<file path="src/pwr_consts.svh">
// Constants for the module power control block: offsets, fields, resets, timing
`ifndef PWR_CONSTS_SVH
`define PWR_CONSTS_SVH

// Register byte offsets
`define REG_CTRL          8'h00
`define REG_CMD           8'h04
`define REG_STATUS        8'h08
`define REG_FAN_RPM       8'h0c
`define REG_WDT           8'h10

// Control register fields
`define CTRL_POLICY_LSB   0
`define CTRL_RAIL_BIT     2
`define CTRL_BTNSW_BIT    3
`define CTRL_DUTY_LSB     8
`define CTRL_RESET        32'h0000_8004

// Status register fields
`define STAT_STATE_LSB    0
`define STAT_LAST_ON_BIT  3
`define STAT_LOSS_BIT     4
`define STAT_BTN_BIT      5
`define STAT_MON_BIT      6
`define STAT_WARN_BIT     7

// Watchdog register fields
`define WDT_EN_BIT        0
`define WDT_TIMEOUT_LSB   16
`define WDT_RESET         32'h0000_0000

// Timing
`define CLK_HZ            64'd100000000
`define CLK_PERIOD_NS     64'd10
`define MONITOR_TIME_S    64'd30
`define MS_PER_S          64'd1000
`define RPM_WINDOW_S      64'd1
`define SEC_PER_MIN       64'd60
`define TACH_PULSES_REV   64'd2
`define FILTER_TIME_NS    64'd1000
`define TACH_FILTER       8'h02
`define PWM_DIV           8'h10

`endif

</file>
<file path="src/pwr_pkg.sv">
// Types shared by the module power control block
package pwr_pkg;

  // Power states of the module
  typedef enum logic [2:0] {
    PS_G3    = 3'h0,
    PS_OFF   = 3'h1,
    PS_ON    = 3'h2,
    PS_SLEEP = 3'h3,
    PS_DEEP  = 3'h4,
    PS_ESOFF = 3'h5
  } pstate_t;

  // Restore policy after standby returns
  typedef enum logic [1:0] {
    POL_OFF  = 2'h0,
    POL_ON   = 2'h1,
    POL_LAST = 2'h2
  } policy_t;

  // Software commands
  typedef enum logic [2:0] {
    CMD_NONE     = 3'h0,
    CMD_SHUTDOWN = 3'h1,
    CMD_SLEEP    = 3'h2,
    CMD_DEEP     = 3'h3,
    CMD_ESOFF    = 3'h4,
    CMD_KICK     = 3'h5
  } cmd_t;

endpackage

</file>
<file path="src/sync_filter.sv">
// Three-stage synchroniser with a stability filter for one pin
`timescale 1ns/1ps
`default_nettype none

module sync_filter #(
  parameter logic [7:0] FILT_LEN = 8'h01,
  parameter logic       INIT     = 1'b0
) (
  input  wire logic mclk,
  input  wire logic reset,
  input  wire logic din,
  output logic      dout
);

  logic       s1_r;
  logic       s2_r;
  logic       s3_r;
  logic [7:0] cnt_r;
  logic       differs;

  // Second and third stages agree on a level other than the output
  assign differs = (s2_r == s3_r) && (s3_r != dout);

  // Synchroniser chain; the first stage feeds only the second
  always_ff @(posedge mclk)
  begin
    if (reset)
    begin
      s1_r <= INIT;
      s2_r <= INIT;
      s3_r <= INIT;
    end
    else
    begin
      s1_r <= din;
      s2_r <= s1_r;
      s3_r <= s2_r;
    end
  end

  // Stability counter; any disagreement restarts it so glitches die here
  always_ff @(posedge mclk)
  begin
    if (reset)
      cnt_r <= 8'h00;
    else if (differs && cnt_r != FILT_LEN - 8'h01)
      cnt_r <= cnt_r + 8'h01;
    else
      cnt_r <= 8'h00;
  end

  // Filtered output
  always_ff @(posedge mclk)
  begin
    if (reset)
      dout <= INIT;
    else if (differs && cnt_r == FILT_LEN - 8'h01)
      dout <= s3_r;
  end
endmodule // sync_filter

`default_nettype wire

</file>
<file path="src/module_power_control.sv">
// Power sequencing, restore policy, sleep states, watchdog and fan control
//
// Contract
// - Module reset stays asserted while power good is low; boot follows release.
// - An undriven power good reads high and counts as released; here it has no pull-up and stays at its low reset level.
// - Active-low supply-on output requests the main supply outputs on.
// - A power button press toggles power; its effect depends on configuration.
// - After shutdown, thirty stable standby seconds mean proper off; loss means power loss.
// - On standby return apply policy: turn on, stay off, or restore last state.
// - The thirty second monitor runs only under the restore-last-state policy.
// - Loss inside the monitor after a regular shutdown leaves last state on.
// - Restore policies have no effect without a standby rail.
// - Fan drive output is a pulse-width-modulated fan speed control.
// - Fan speed is computed assuming two tach pulses per revolution.
// - Wake from deep sleep returns to the state deep sleep was entered from.
// - Enhanced soft-off wakes only on power button, sleep button, bus alert.
// - Multi-stage software-serviced watchdog with no non-maskable interrupt action.
`timescale 1ns/1ps
`default_nettype none
`include "pwr_consts.svh"

module module_power_control #(
  parameter logic [31:0] MONITOR_CYCLES = 32'(`MONITOR_TIME_S * `CLK_HZ),
  parameter logic [31:0] MS_CYCLES      = 32'(`CLK_HZ / `MS_PER_S),
  parameter logic [31:0] RPM_WINDOW     = 32'(`RPM_WINDOW_S * `CLK_HZ)
) (
  input  wire logic        mclk,
  input  wire logic        reset,
  input  wire logic        standby_ok,
  input  wire logic        power_good_input,
  input  wire logic        power_button_n,
  input  wire logic        sleep_button_n,
  input  wire logic        smbus_alert_n,
  input  wire logic        wake_in,
  input  wire logic        fan_speed_in,
  input  wire logic [7:0]  addr,
  input  wire logic [31:0] wdata,
  input  wire logic        wr,
  input  wire logic        rd,
  output logic [31:0]      rdata,
  output logic             supply_on_n,
  output logic             module_reset_n,
  output logic             fan_drive_out
);

  localparam int          NPIN      = 6;
  localparam logic [5:0]  PIN_INIT  = 6'h0e; // Idle levels: standby, power good, wake low
  localparam logic [7:0]  FILT_CYC  = 8'(`FILTER_TIME_NS / `CLK_PERIOD_NS);
  localparam logic [15:0] RPM_SCALE = 16'(`SEC_PER_MIN / (`RPM_WINDOW_S * `TACH_PULSES_REV));

  logic [NPIN-1:0]  pins;
  logic [NPIN-1:0]  filt;
  logic [NPIN-1:0]  filt_prev_r;
  logic             tach_f;
  logic             tach_prev_r;
  logic             sb_f;
  logic             pg_f;
  logic             btn_press;
  logic             slp_press;
  logic             alert_fall;
  logic             wake_rise;
  logic [31:0]      ctrl_r;
  logic [31:0]      wdt_ctrl_r;
  logic             wr_cmd;
  pwr_pkg::cmd_t    cmd;
  pwr_pkg::policy_t policy;
  logic             rail_en;
  pwr_pkg::pstate_t state_r;
  pwr_pkg::pstate_t state_nxt;
  logic             deep_from_sleep_r;
  logic             last_on_r;
  logic             loss_r;
  logic             btn_evt_r;
  logic             mon_active_r;
  logic [31:0]      mon_cnt_r;
  logic             shutdown_evt;
  logic [31:0]      ms_cnt_r;
  logic             ms_tick;
  logic [15:0]      wdt_cnt_r;
  logic             wdt_stage2_r;
  logic             wdt_warn_r;
  logic             wdt_fire_r;
  logic             wdt_run;
  logic [7:0]       pwm_div_r;
  logic [7:0]       pwm_cnt_r;
  logic [31:0]      win_cnt_r;
  logic [15:0]      pulse_cnt_r;
  logic [15:0]      rpm_r;

  // States in which the host is powered and a power loss is a real loss
  function automatic logic is_powered(input pwr_pkg::pstate_t s);
    is_powered = (s == pwr_pkg::PS_ON) || (s == pwr_pkg::PS_SLEEP);
  endfunction

  // Pin order: standby, power good, power button, sleep button, alert, wake
  assign pins = {standby_ok, power_good_input, power_button_n,
                 sleep_button_n, smbus_alert_n, wake_in};

  // Each of the six pins passes the same synchroniser and filter
  generate
    for (genvar gi = 0; gi < NPIN; gi++)
    begin : g_pin
      sync_filter #(
        .FILT_LEN (FILT_CYC),
        .INIT     (PIN_INIT[gi])
      ) u_filt (
        .mclk  (mclk),
        .reset (reset),
        .din   (pins[gi]),
        .dout  (filt[gi])
      );
    end
  endgenerate

  // Tach needs a short filter only, pulses are fast
  sync_filter #(
    .FILT_LEN (`TACH_FILTER),
    .INIT     (1'b1)
  ) u_tach (
    .mclk  (mclk),
    .reset (reset),
    .din   (fan_speed_in),
    .dout  (tach_f)
  );

  // Edge detection on filtered pins
  always_ff @(posedge mclk)
  begin
    if (reset)
    begin
      filt_prev_r <= PIN_INIT;
      tach_prev_r <= 1'b1;
    end
    else
    begin
      filt_prev_r <= filt;
      tach_prev_r <= tach_f;
    end
  end

  assign sb_f       = filt[5];
  assign pg_f       = filt[4];
  assign btn_press  = filt_prev_r[3] && !filt[3];
  assign slp_press  = filt_prev_r[2] && !filt[2];
  assign alert_fall = filt_prev_r[1] && !filt[1];
  assign wake_rise  = !filt_prev_r[0] && filt[0];

  assign wr_cmd  = wr && (addr == `REG_CMD);
  assign cmd     = wr_cmd ? pwr_pkg::cmd_t'(wdata[2:0]) : pwr_pkg::CMD_NONE;
  assign policy  = pwr_pkg::policy_t'(ctrl_r[`CTRL_POLICY_LSB +: 2]);
  assign rail_en = ctrl_r[`CTRL_RAIL_BIT];

  // Configuration registers
  always_ff @(posedge mclk)
  begin
    if (reset)
    begin
      ctrl_r     <= `CTRL_RESET;
      wdt_ctrl_r <= `WDT_RESET;
    end
    else if (wr && addr == `REG_CTRL)
      ctrl_r <= wdata;
    else if (wr && addr == `REG_WDT)
      wdt_ctrl_r <= wdata;
  end

  // Power state sequencing
  always_comb
  begin
    state_nxt = state_r;
    unique case (state_r)
      pwr_pkg::PS_G3:
        if (sb_f)
        begin
          if (!rail_en)
            state_nxt = pwr_pkg::PS_ON;
          else if (policy == pwr_pkg::POL_ON)
            state_nxt = pwr_pkg::PS_ON;
          else if (policy == pwr_pkg::POL_LAST && last_on_r)
            state_nxt = pwr_pkg::PS_ON;
          else
            state_nxt = pwr_pkg::PS_OFF;
        end
      pwr_pkg::PS_OFF:
        if (btn_press)
          state_nxt = pwr_pkg::PS_ON;
        else if (cmd == pwr_pkg::CMD_ESOFF)
          state_nxt = pwr_pkg::PS_ESOFF;
        else if (cmd == pwr_pkg::CMD_DEEP)
          state_nxt = pwr_pkg::PS_DEEP;
      pwr_pkg::PS_ON:
        if (cmd == pwr_pkg::CMD_SHUTDOWN || (btn_press && !ctrl_r[`CTRL_BTNSW_BIT]))
          state_nxt = pwr_pkg::PS_OFF;
        else if (cmd == pwr_pkg::CMD_SLEEP)
          state_nxt = pwr_pkg::PS_SLEEP;
      pwr_pkg::PS_SLEEP:
        if (btn_press || slp_press || wake_rise)
          state_nxt = pwr_pkg::PS_ON;
        else if (cmd == pwr_pkg::CMD_DEEP)
          state_nxt = pwr_pkg::PS_DEEP;
      pwr_pkg::PS_DEEP:
        if (btn_press || wake_rise)
          state_nxt = deep_from_sleep_r ? pwr_pkg::PS_SLEEP : pwr_pkg::PS_OFF;
      pwr_pkg::PS_ESOFF:
        if (btn_press || slp_press || alert_fall)
          state_nxt = pwr_pkg::PS_ON;
    endcase
    if (!sb_f)
      state_nxt = pwr_pkg::PS_G3;
  end

  always_ff @(posedge mclk)
  begin
    if (reset)
      state_r <= pwr_pkg::PS_G3;
    else
      state_r <= state_nxt;
  end

  // Remember where deep sleep was entered from
  always_ff @(posedge mclk)
  begin
    if (reset)
      deep_from_sleep_r <= 1'b0;
    else if (state_r != pwr_pkg::PS_DEEP && state_nxt == pwr_pkg::PS_DEEP)
      deep_from_sleep_r <= (state_r == pwr_pkg::PS_SLEEP);
  end

  assign shutdown_evt = (state_r == pwr_pkg::PS_ON) && (state_nxt == pwr_pkg::PS_OFF);

  // Standby monitor after a shutdown; only the last-state policy needs it
  always_ff @(posedge mclk)
  begin
    if (reset)
    begin
      mon_active_r <= 1'b0;
      mon_cnt_r    <= 32'h0000_0000;
    end
    else if (shutdown_evt)
    begin
      mon_active_r <= rail_en && (policy == pwr_pkg::POL_LAST);
      mon_cnt_r    <= 32'h0000_0000;
    end
    else if (mon_active_r && (!sb_f || mon_cnt_r == MONITOR_CYCLES - 32'h1))
      mon_active_r <= 1'b0;
    else if (mon_active_r)
      mon_cnt_r <= mon_cnt_r + 32'h1;
  end

  // Last state record; a loss inside the monitor keeps it on as shipped
  always_ff @(posedge mclk)
  begin
    if (reset)
      last_on_r <= 1'b0;
    else if (state_r == pwr_pkg::PS_ON)
      last_on_r <= 1'b1;
    else if (shutdown_evt && !(rail_en && policy == pwr_pkg::POL_LAST))
      last_on_r <= 1'b0;
    else if (mon_active_r && sb_f && mon_cnt_r == MONITOR_CYCLES - 32'h1)
      last_on_r <= 1'b0;
    else if (state_r == pwr_pkg::PS_OFF && !mon_active_r)
      last_on_r <= 1'b0;
  end

  // Sticky loss and button flags, write one to clear; a new event wins
  always_ff @(posedge mclk)
  begin
    if (reset)
    begin
      loss_r    <= 1'b0;
      btn_evt_r <= 1'b0;
    end
    else
    begin
      if (!sb_f && (is_powered(state_r) || mon_active_r))
        loss_r <= 1'b1;
      else if (wr && addr == `REG_STATUS && wdata[`STAT_LOSS_BIT])
        loss_r <= 1'b0;
      if (btn_press && state_r == pwr_pkg::PS_ON && ctrl_r[`CTRL_BTNSW_BIT])
        btn_evt_r <= 1'b1;
      else if (wr && addr == `REG_STATUS && wdata[`STAT_BTN_BIT])
        btn_evt_r <= 1'b0;
    end
  end

  // Millisecond tick shared by the watchdog
  assign ms_tick = (ms_cnt_r == MS_CYCLES - 32'h1);
  always_ff @(posedge mclk)
  begin
    if (reset || ms_tick)
      ms_cnt_r <= 32'h0000_0000;
    else
      ms_cnt_r <= ms_cnt_r + 32'h1;
  end

  // Two-stage watchdog: warning first, then a module reset; no NMI action
  assign wdt_run = wdt_ctrl_r[`WDT_EN_BIT] && (state_r == pwr_pkg::PS_ON);
  always_ff @(posedge mclk)
  begin
    if (reset || !wdt_run || cmd == pwr_pkg::CMD_KICK)
    begin
      wdt_cnt_r    <= 16'h0000;
      wdt_stage2_r <= 1'b0;
      wdt_fire_r   <= 1'b0;
    end
    else if (ms_tick)
    begin
      wdt_fire_r <= 1'b0;
      if (wdt_cnt_r == wdt_ctrl_r[`WDT_TIMEOUT_LSB +: 16])
      begin
        wdt_cnt_r    <= 16'h0000;
        wdt_stage2_r <= !wdt_stage2_r;
        wdt_fire_r   <= wdt_stage2_r;
      end
      else
        wdt_cnt_r <= wdt_cnt_r + 16'h0001;
    end
  end

  // Warning flag, sticky until cleared by write one; a kick does not clear it
  always_ff @(posedge mclk)
  begin
    if (reset)
      wdt_warn_r <= 1'b0;
    else if (wdt_run && ms_tick && !wdt_stage2_r &&
             wdt_cnt_r == wdt_ctrl_r[`WDT_TIMEOUT_LSB +: 16])
      wdt_warn_r <= 1'b1;
    else if (wr && addr == `REG_STATUS && wdata[`STAT_WARN_BIT])
      wdt_warn_r <= 1'b0;
  end

  // Supply and module reset outputs
  always_ff @(posedge mclk)
  begin
    if (reset)
    begin
      supply_on_n    <= 1'b1;
      module_reset_n <= 1'b0;
    end
    else
    begin
      supply_on_n    <= (state_r != pwr_pkg::PS_ON);
      module_reset_n <= (state_r == pwr_pkg::PS_ON) && pg_f && !wdt_fire_r;
    end
  end

  // Fan PWM; the divider keeps the carrier in the tens of kilohertz
  always_ff @(posedge mclk)
  begin
    if (reset)
    begin
      pwm_div_r     <= 8'h00;
      pwm_cnt_r     <= 8'h00;
      fan_drive_out <= 1'b0;
    end
    else
    begin
      pwm_div_r     <= (pwm_div_r == `PWM_DIV - 8'h01) ? 8'h00 : pwm_div_r + 8'h01;
      pwm_cnt_r     <= (pwm_div_r == `PWM_DIV - 8'h01) ? pwm_cnt_r + 8'h01 : pwm_cnt_r;
      fan_drive_out <= (pwm_cnt_r < ctrl_r[`CTRL_DUTY_LSB +: 8]);
    end
  end

  // Tach pulse count per window, scaled for two pulses per revolution
  always_ff @(posedge mclk)
  begin
    if (reset)
    begin
      win_cnt_r   <= 32'h0000_0000;
      pulse_cnt_r <= 16'h0000;
      rpm_r       <= 16'h0000;
    end
    else if (win_cnt_r == RPM_WINDOW - 32'h1)
    begin
      win_cnt_r   <= 32'h0000_0000;
      pulse_cnt_r <= 16'h0000;
      rpm_r       <= 16'(pulse_cnt_r * RPM_SCALE);
    end
    else
    begin
      win_cnt_r   <= win_cnt_r + 32'h1;
      pulse_cnt_r <= pulse_cnt_r + {15'h0000, (tach_prev_r && !tach_f)};
    end
  end

  // Register read port: data in the cycle after the strobe only
  always_ff @(posedge mclk)
  begin
    if (reset || !rd)
      rdata <= 32'h0000_0000;
    else
    begin
      unique case (addr)
        `REG_CTRL:    rdata <= ctrl_r;
        `REG_STATUS:  rdata <= {24'h000000, wdt_warn_r, mon_active_r, btn_evt_r,
                                loss_r, last_on_r, state_r};
        `REG_FAN_RPM: rdata <= {16'h0000, rpm_r};
        `REG_WDT:     rdata <= wdt_ctrl_r;
        default:      rdata <= 32'h0000_0000;
      endcase
    end
  end
endmodule // module_power_control

`default_nettype wire

</file>
<file path="config.mk">
export PLATFORM = sky130hd
export DESIGN_NAME = module_power_control
export DESIGN_NICKNAME = d
export VERILOG_FILES = /design/src/pwr_pkg.sv /design/src/sync_filter.sv /design/src/module_power_control.sv
export VERILOG_INCLUDE_DIRS = /design/src /design/src/src
export SDC_FILE = /design/constraint.sdc
export NUM_CORES = 1
export LEC_CHECK = 0
export ABC_AREA = 1
export BUFFER_PORTS_ARGS = -buffer_cell sky130_fd_sc_hd__buf_2
export CAP_MARGIN = 40
export CORE_UTILIZATION = 40
export CTS_CLUSTER_SIZE = 12
export DETAILED_ROUTE_END_ITERATION = 12
export SLEW_MARGIN = 15
export SYNTH_ARGS = -nofsm -noshare
export SYNTH_HDL_FRONTEND = slang
export SYNTH_SLANG_ARGS = --single-unit
export TNS_END_PERCENT = 1
</file>
<file path="constraint.sdc">
create_clock -name mclk -period 7.3 [get_ports mclk]
set_input_delay 0.73 -clock mclk [delete_from_list [all_inputs] [get_ports mclk]]
set_output_delay 0.73 -clock mclk [all_outputs]
set_load 0.02 [all_outputs]
</file>
**Word-level counts from Yosys, hierarchy flattened**

Index checks and enable logic that the tools add are counted.

- Add/subtract/negate cells: 14
- Multiply operators: 1
- Magnitude comparators: 1
- Equal/unequal tests: 53
- Mux-type cells: 30
- Bitwise operators: 9
- Reduce and logical (&&, ||, !) cells: 97

Operators by type and width:

| kind | count |
|---|---|
| $pmux 32 s4 | 1 |
| $add 32x1->32 const B | 3 |
| $add 8x1->8 const B | 9 |
| $logic_and 1x1->1 | 52 |
| $eq 8x7->1 const B | 6 |
| $ne 8x7->1 const B | 6 |
| $eq 32x17->1 const B | 1 |
| $eq 32x27->1 const B | 1 |
| $eq 32x32->1 const B | 1 |
| $mux 3 | 10 |
| $eq 8x4->1 const B | 3 |
| $reduce_or 2->1 | 10 |
| $pmux 3 s6 | 1 |
| $add 16x1->16 | 1 |
| $add 16x1->16 const B | 1 |
| $eq 16x16->1 | 1 |
| $mul 16x4->15 const B | 1 |
| $mux 16 | 1 |
| $eq 3x3->1 const B | 5 |
| $logic_not 1->1 | 13 |
| $mux 1 | 13 |
| $eq 3x2->1 const B | 4 |
| $logic_or 1x1->1 | 12 |
| $eq 3x1->1 const B | 3 |
| 18 further kinds | 46 |

- Register bits after elaboration: 358
- Input bits: 51
- Output and inout port bits: 35
- Logic and storage cells: 265

**Depth between registers and ports, before layout**

- Depth after elaboration: 14
- Mapped depth: 14
- Gate-level depth less buffers: 13

**Modules after synthesis**

From an unflattened synthesis, not the netlist that was laid out.

- Cells, all modules: 2486
- Area total of the unflattened synthesis: 18295.0 µm²

By module, submodules not included:

| module | times used | cells an instance | area an instance (µm²) | seq. area each (µm²) |
|---|---|---|---|---|
| module_power_control | 1 | 1970 | 14397.6 | 5465.2 |
| sync_filter (g_pin[1].u_filt ...) | 3 | 76 | 559.3 | 240.2 |
| sync_filter (g_pin[0].u_filt ...) | 3 | 72 | 556.8 | 240.2 |
| sync_filter (u_tach) | 1 | 72 | 549.3 | 240.2 |

**Worst setup path after synthesis**

Ideal clock, no wire load.

- Path type: reg-to-reg
- Start: register pulse_cnt_r[5]
- End: register rpm_r[12]
- Library setup time: 0.121 ns
- Arrival: 2.681 ns
- Required time: 7.179 ns
- Slack: 4.498 ns
- Stages on the path, launching flop included: 12
- Buffers on the path: 0
- Period minus slack after synthesis: 2.802 ns
- Cell sequence: dfxtp_1 -> fa_1 -> fa_1 -> ha_1 -> a21oi_1 -> o21ai_0 -> a21oi_1 -> inv_1 -> a31oi_1 -> or2_2 -> nand3_1 -> o21ai_0

- Word-level cells in the longest chain between the ends: 1

RTL lines:

| element | RTL line | RTL |
|---|---|---|
| start: declaration | module_power_control.sv:87 | `logic [15:0] pulse_cnt_r;` |
| start signal: assignment | module_power_control.sv:382 | `pulse_cnt_r <= pulse_cnt_r + {15'h0000, (tach_prev_r && !tach_f)};` |
| $mul 16x4->15 | module_power_control.sv:377 | `rpm_r <= 16'(pulse_cnt_r * RPM_SCALE);` |
| end signal: assignment | module_power_control.sv:377 |  |
| end: declaration | module_power_control.sv:88 | `logic [15:0] rpm_r;` |

No other way between the ends.
A chain may end at the register's enable or synchronous reset.

**Worst setup path after layout**

Ends and elaborated chain as after synthesis.

==> parameters.txt <==
Parameter                              Value

Clocking
  Number of gates given a new drive strength after cts    0
  Buffers inserted by post-CTS timing repair    0
  Cell at the root of the clock tree    clkbuf_16
  Clock transition at the register clock pins on the worst setup and hold paths after CTS    0.06 ns
  Number of clock sinks    around 360
  Clock Tree Buf Depth    3
  Worst skew pair latency    0.57 ns
  Number of buffers inserted for hold repair after clock tree synthesis    0
  Number of CTS-inserted buffers    42
  Htree depth    2
  TritonCTS clock tree    done

Worst hold path
  Worst hold path class    in2reg
  Count of cells along the worst hold path    2

Yosys
  Yosys cell types    54
  Area of the mapped netlist    between 0.015 and 0.02 sq mm
  Synth Register Bits    roughly 360
  Proportion of synthesized chip area in sequential cells    0.4084
  Synth async-reset ratio    0
  Synthesized net count    approximately 2,500
  Number of cells produced by synthesis    around 2,300
  Synthesized area per cell    approximately 7.5 sq um
  Post-synth EDFFs    0
  Syn. warnings    0
  Most used flip-flop cell after synthesis    dfxtp_1

Floorplan
  Initial cell density of the core    0.4062
  Number of core rows    76
  Die boundary width    211.2 um
  Core ar.    between 0.04 and 0.05 sq mm
  Die area    0.04459 sq mm
  I/O pins    between 80 and 90
  Die height    211.2 um

Power and ir drop
  Clock network fraction of design power    0.509
  Sw Pwr    0.8942 mW
  Power share of the sequential group    0.470
  Switching portion of total power    0.2139
  Standby leakage power    roughly 7.9 nW
  Power per cell area    ~210 mW/mm^2
  Maximum vdd ir drop    between 0.15 and 0.2 mV
  Portion of total power attributed to combinational logic    0.021
  Cell Int Power    3.287 mW

Place
  Port Buffer Count    85
  GP Congestion    0.8961
  Estimated wirelength of the detail-placed design    30.64 mm

Routing
  Pre-Repair DR Iteration Count    5
  Post-DR wirelength/cell    ~14 um
  DRT antenna net count    0
  Post-detailed-route DRC marker count    0
  Routed vias    15,059
  Final WL    approximately 43 mm
  Number of vias per cell    roughly 5.0
  Drt initial violations    974

Global route
  Pin count of the biggest net entering global routing    51
  Overall overflow remaining after global route    0
  Wire length of the first global-routing pass    between 70 and 80 mm
  Global router's overall resource usage    0.1949
  Number of antenna violations at the first check in global routing    8
  Number of global-route vias before repair    14,345

Status
  Run status    finished, final reports clean

Run
  Number of maximum-capacitance constraint violations    0

Timing
  Final sum of negative setup slack    0 ns
  Worst-Margin Slew    around 0.89 ns
  Final count of hold timing violations    0
  Min Clock Period, post-route    a little over 3 ns
  Max Clock Skew    between 0.01 and 0.015 ns
  Period utilisation layout    0.4179
  Worst relative slew slack    0.3974
  Setup-violating endpoint count in the final report    0
  Maximum clock rate    roughly 330 MHz
  Setup repair after global routing missed its margin    false
  Final-report max-slew violation count    0

Final layout
  Filler Cells Inserted    4,346
  Number of nets at the end of the flow    2,537
  Post-route core utilization    0.4603
  Proportion of layout cells with a drive suffix above 1    0.1002
  Synth-to-Final Area Change    13.30%

Setup path
  Element type at the critical path end    register
  Kind of critical path    reg2reg
  Category of the worst setup path launch point    register
  Endpoint arrival time on the critical path    roughly 3.5 ns
  Required time reported for the critical path endpoint    slightly below 8 ns
  Logic depth of the worst register-to-register path    11
  Largest driver fanout on the critical path    7
-- routing by layer --
| layer | part of all wire | vias up | routed length (um) | track usage |
|---|---|---|---|---|
| li1 | - | 7757 | - | - |
| met1 | 0.47 | 6896 | 19820 | 0.2526 |
| met2 | 0.45 | 311 | 19200 | 0.3185 |
| met3 | 0.053 | 85 | 2246 | 0.03702 |
| met4 | 0.029 | 10 | 1256 | 0.07671 |
| met5 | 0.0016 | - | 69 | 0 |
-- logic make-up after synthesis --
logic type                 share of synthesized area
and+or+nand+nor                               0.2809
buffers and inverters                        0.08752
adders and majority gates                    0.06135
AOI/OAI and AO/OA                             0.1098
DFF                                           0.4084
xor gates and xnor gates                     0.05205
-- state kept, by name (all words and copies together), names as in the netlist, 3 cells and up --
register,flops
g_pin.u_filt.cnt_r,48
ctrl_r,32
mon_cnt_r,32
ms_cnt_r,32
rdata,32
wdt_ctrl_r,32
win_cnt_r,32
wdt_cnt_r,16
pulse_cnt_r,15
rpm_r,15
pwm_cnt_r,8
pwm_div_r,8
u_tach.cnt_r,8
g_pin.u_filt.dout,6
g_pin.u_filt.s1_r,6
g_pin.u_filt.s2_r,6
g_pin.u_filt.s3_r,6
filt_prev_r,4
state_r,3
-- Yosys cell counts (5+ instances only) --
cell type | instances | share of area
a211oi_1 | 11 | 0.0047
a21oi_1 | 139 | 0.040
a221oi_1 | 7 | 0.0035
a31oi_1 | 7 | 0.0025
buf_2 | 13 | 0.0037
buf_4 | 5 | 0.0021
buf_6 | 8 | 0.0051
clkbuf_1 | 32 | 0.0069
dfxtp_1 | 357 | 0.41
fa_1 | 23 | 0.026
ha_1 | 49 | 0.035
inv_1 | 307 | 0.066
inv_2 | 11 | 0.0024
nand2_1 | 384 | 0.082
nand2_2 | 6 | 0.0021
nand3_1 | 91 | 0.026
nand3b_1 | 6 | 0.0026
nand4_1 | 55 | 0.020
nor2_1 | 334 | 0.072
nor2_2 | 15 | 0.0054
nor3_1 | 95 | 0.027
nor3_2 | 8 | 0.0046
nor3b_1 | 24 | 0.010
nor4_1 | 31 | 0.011
o211ai_1 | 7 | 0.0030
o21a_1 | 7 | 0.0030
o21ai_0 | 108 | 0.031
o21ai_1 | 7 | 0.0020
o21ai_2 | 10 | 0.0050
o22ai_1 | 10 | 0.0036
or2_2 | 19 | 0.0068
xnor2_1 | 35 | 0.018
xor2_1 | 69 | 0.035
-- worst max-delay path: stages (launching register included) --
cell and delay, ns:
dfxtp_1 0.56, fa_1 0.51, fa_1 0.47, ha_1 0.40, a21oi_1 0.09, o21ai_0 0.21
a21oi_1 0.10, inv_1 0.08, a31oi_1 0.09, or2_2 0.28, nand3_1 0.06, o21ai_0 0.07
-- per-stage QoR --
step           area (sq um)  setup slack [ns]  hold WS (ns)  std cells  total power, mW
2_1_floorplan         17500             4.498        0.3883       2337            2.056
3_3_place_gp          18380             4.035        0.3950       2952            2.093
3_5_place_dp          18420             3.989        0.3945       2955            2.095
4_1_cts               19820             4.240        0.3224       3029            4.250
5_1_grt               19830             3.996        0.3442       3030            4.332
6_report              19830             4.249        0.3531       3030            4.181
-- final timing paths --
check,startpoint,to,slack [ns]
max,pulse_cnt_r[5],rpm_r[12],4.25
max reg2reg,pulse_cnt_r[5],rpm_r[12],4.25
min,fan_speed_in,u_tach.s1_r,0.35
min reg2reg,g_pin[4].u_filt.s1_r,g_pin[4].u_filt.s2_r,0.41
-- cell usage in the layout, fill, tap and decap left out, types with 8 or more instances in the layout --
| master | netlist | routed |
|---|---|---|
| nand2_1 | 384 | 384 |
| o21ai_2 | 10 | 10 |
| nor4_1 | 31 | 31 |
| inv_2 | 11 | 12 |
| buf_2 | 13 | 85 |
| or2_2 | 19 | 19 |
| nor3_1 | 95 | 95 |
| nor3b_1 | 24 | 24 |
| nand3_1 | 91 | 91 |
| xnor2_1 | 35 | 35 |
| clkbuf_8 | 0 | 12 |
| a211oi_1 | 11 | 11 |
| inv_1 | 307 | 306 |
| o21ai_0 | 108 | 108 |
| xor2_1 | 69 | 69 |
| clkbuf_1 | 32 | 8 |
| fa_1 | 23 | 23 |
| dfxtp_1 | 357 | 357 |
| nor3_2 | 8 | 8 |
| o22ai_1 | 10 | 10 |
| ha_1 | 49 | 49 |
| nor2_2 | 15 | 17 |
| nor2_1 | 334 | 332 |
| nand4_1 | 55 | 55 |
| a21oi_1 | 139 | 139 |
| clkbuf_16 | 0 | 43 |
-- layout make-up --
| cell class | instances | area [sq um] | share of cell area |
|---|---|---|---|
| inverters | 321 | 1207 | 0.06090 |
| clock inverters | 11 | 136.4 | 0.006879 |
| flip-flops and latches | 357 | 7147 | 0.3605 |
| repair buffers | 94 | 504.2 | 0.02543 |
| clock buffers | 63 | 1271 | 0.06412 |
| multi-input cells | 1598 | 8826 | 0.4452 |
| well taps | 585 | 732.0 | 0.03692 |
| diodes | 1 | 2.502 | 0.0001262 |
-- power by group through the flow --
stage | logic, mW | clock network [mW] | registers (mW)
floorplan | 0.0498 | 0 | 2.01
global placement | 0.0854 | 0 | 2.01
detailed placement | 0.0875 | 0 | 2.01
CTS | 0.0878 | 2.20 | 1.96
global route | 0.0960 | 2.27 | 1.97
finish | 0.0865 | 2.13 | 1.97
Power figures use the tool's default switching activity.
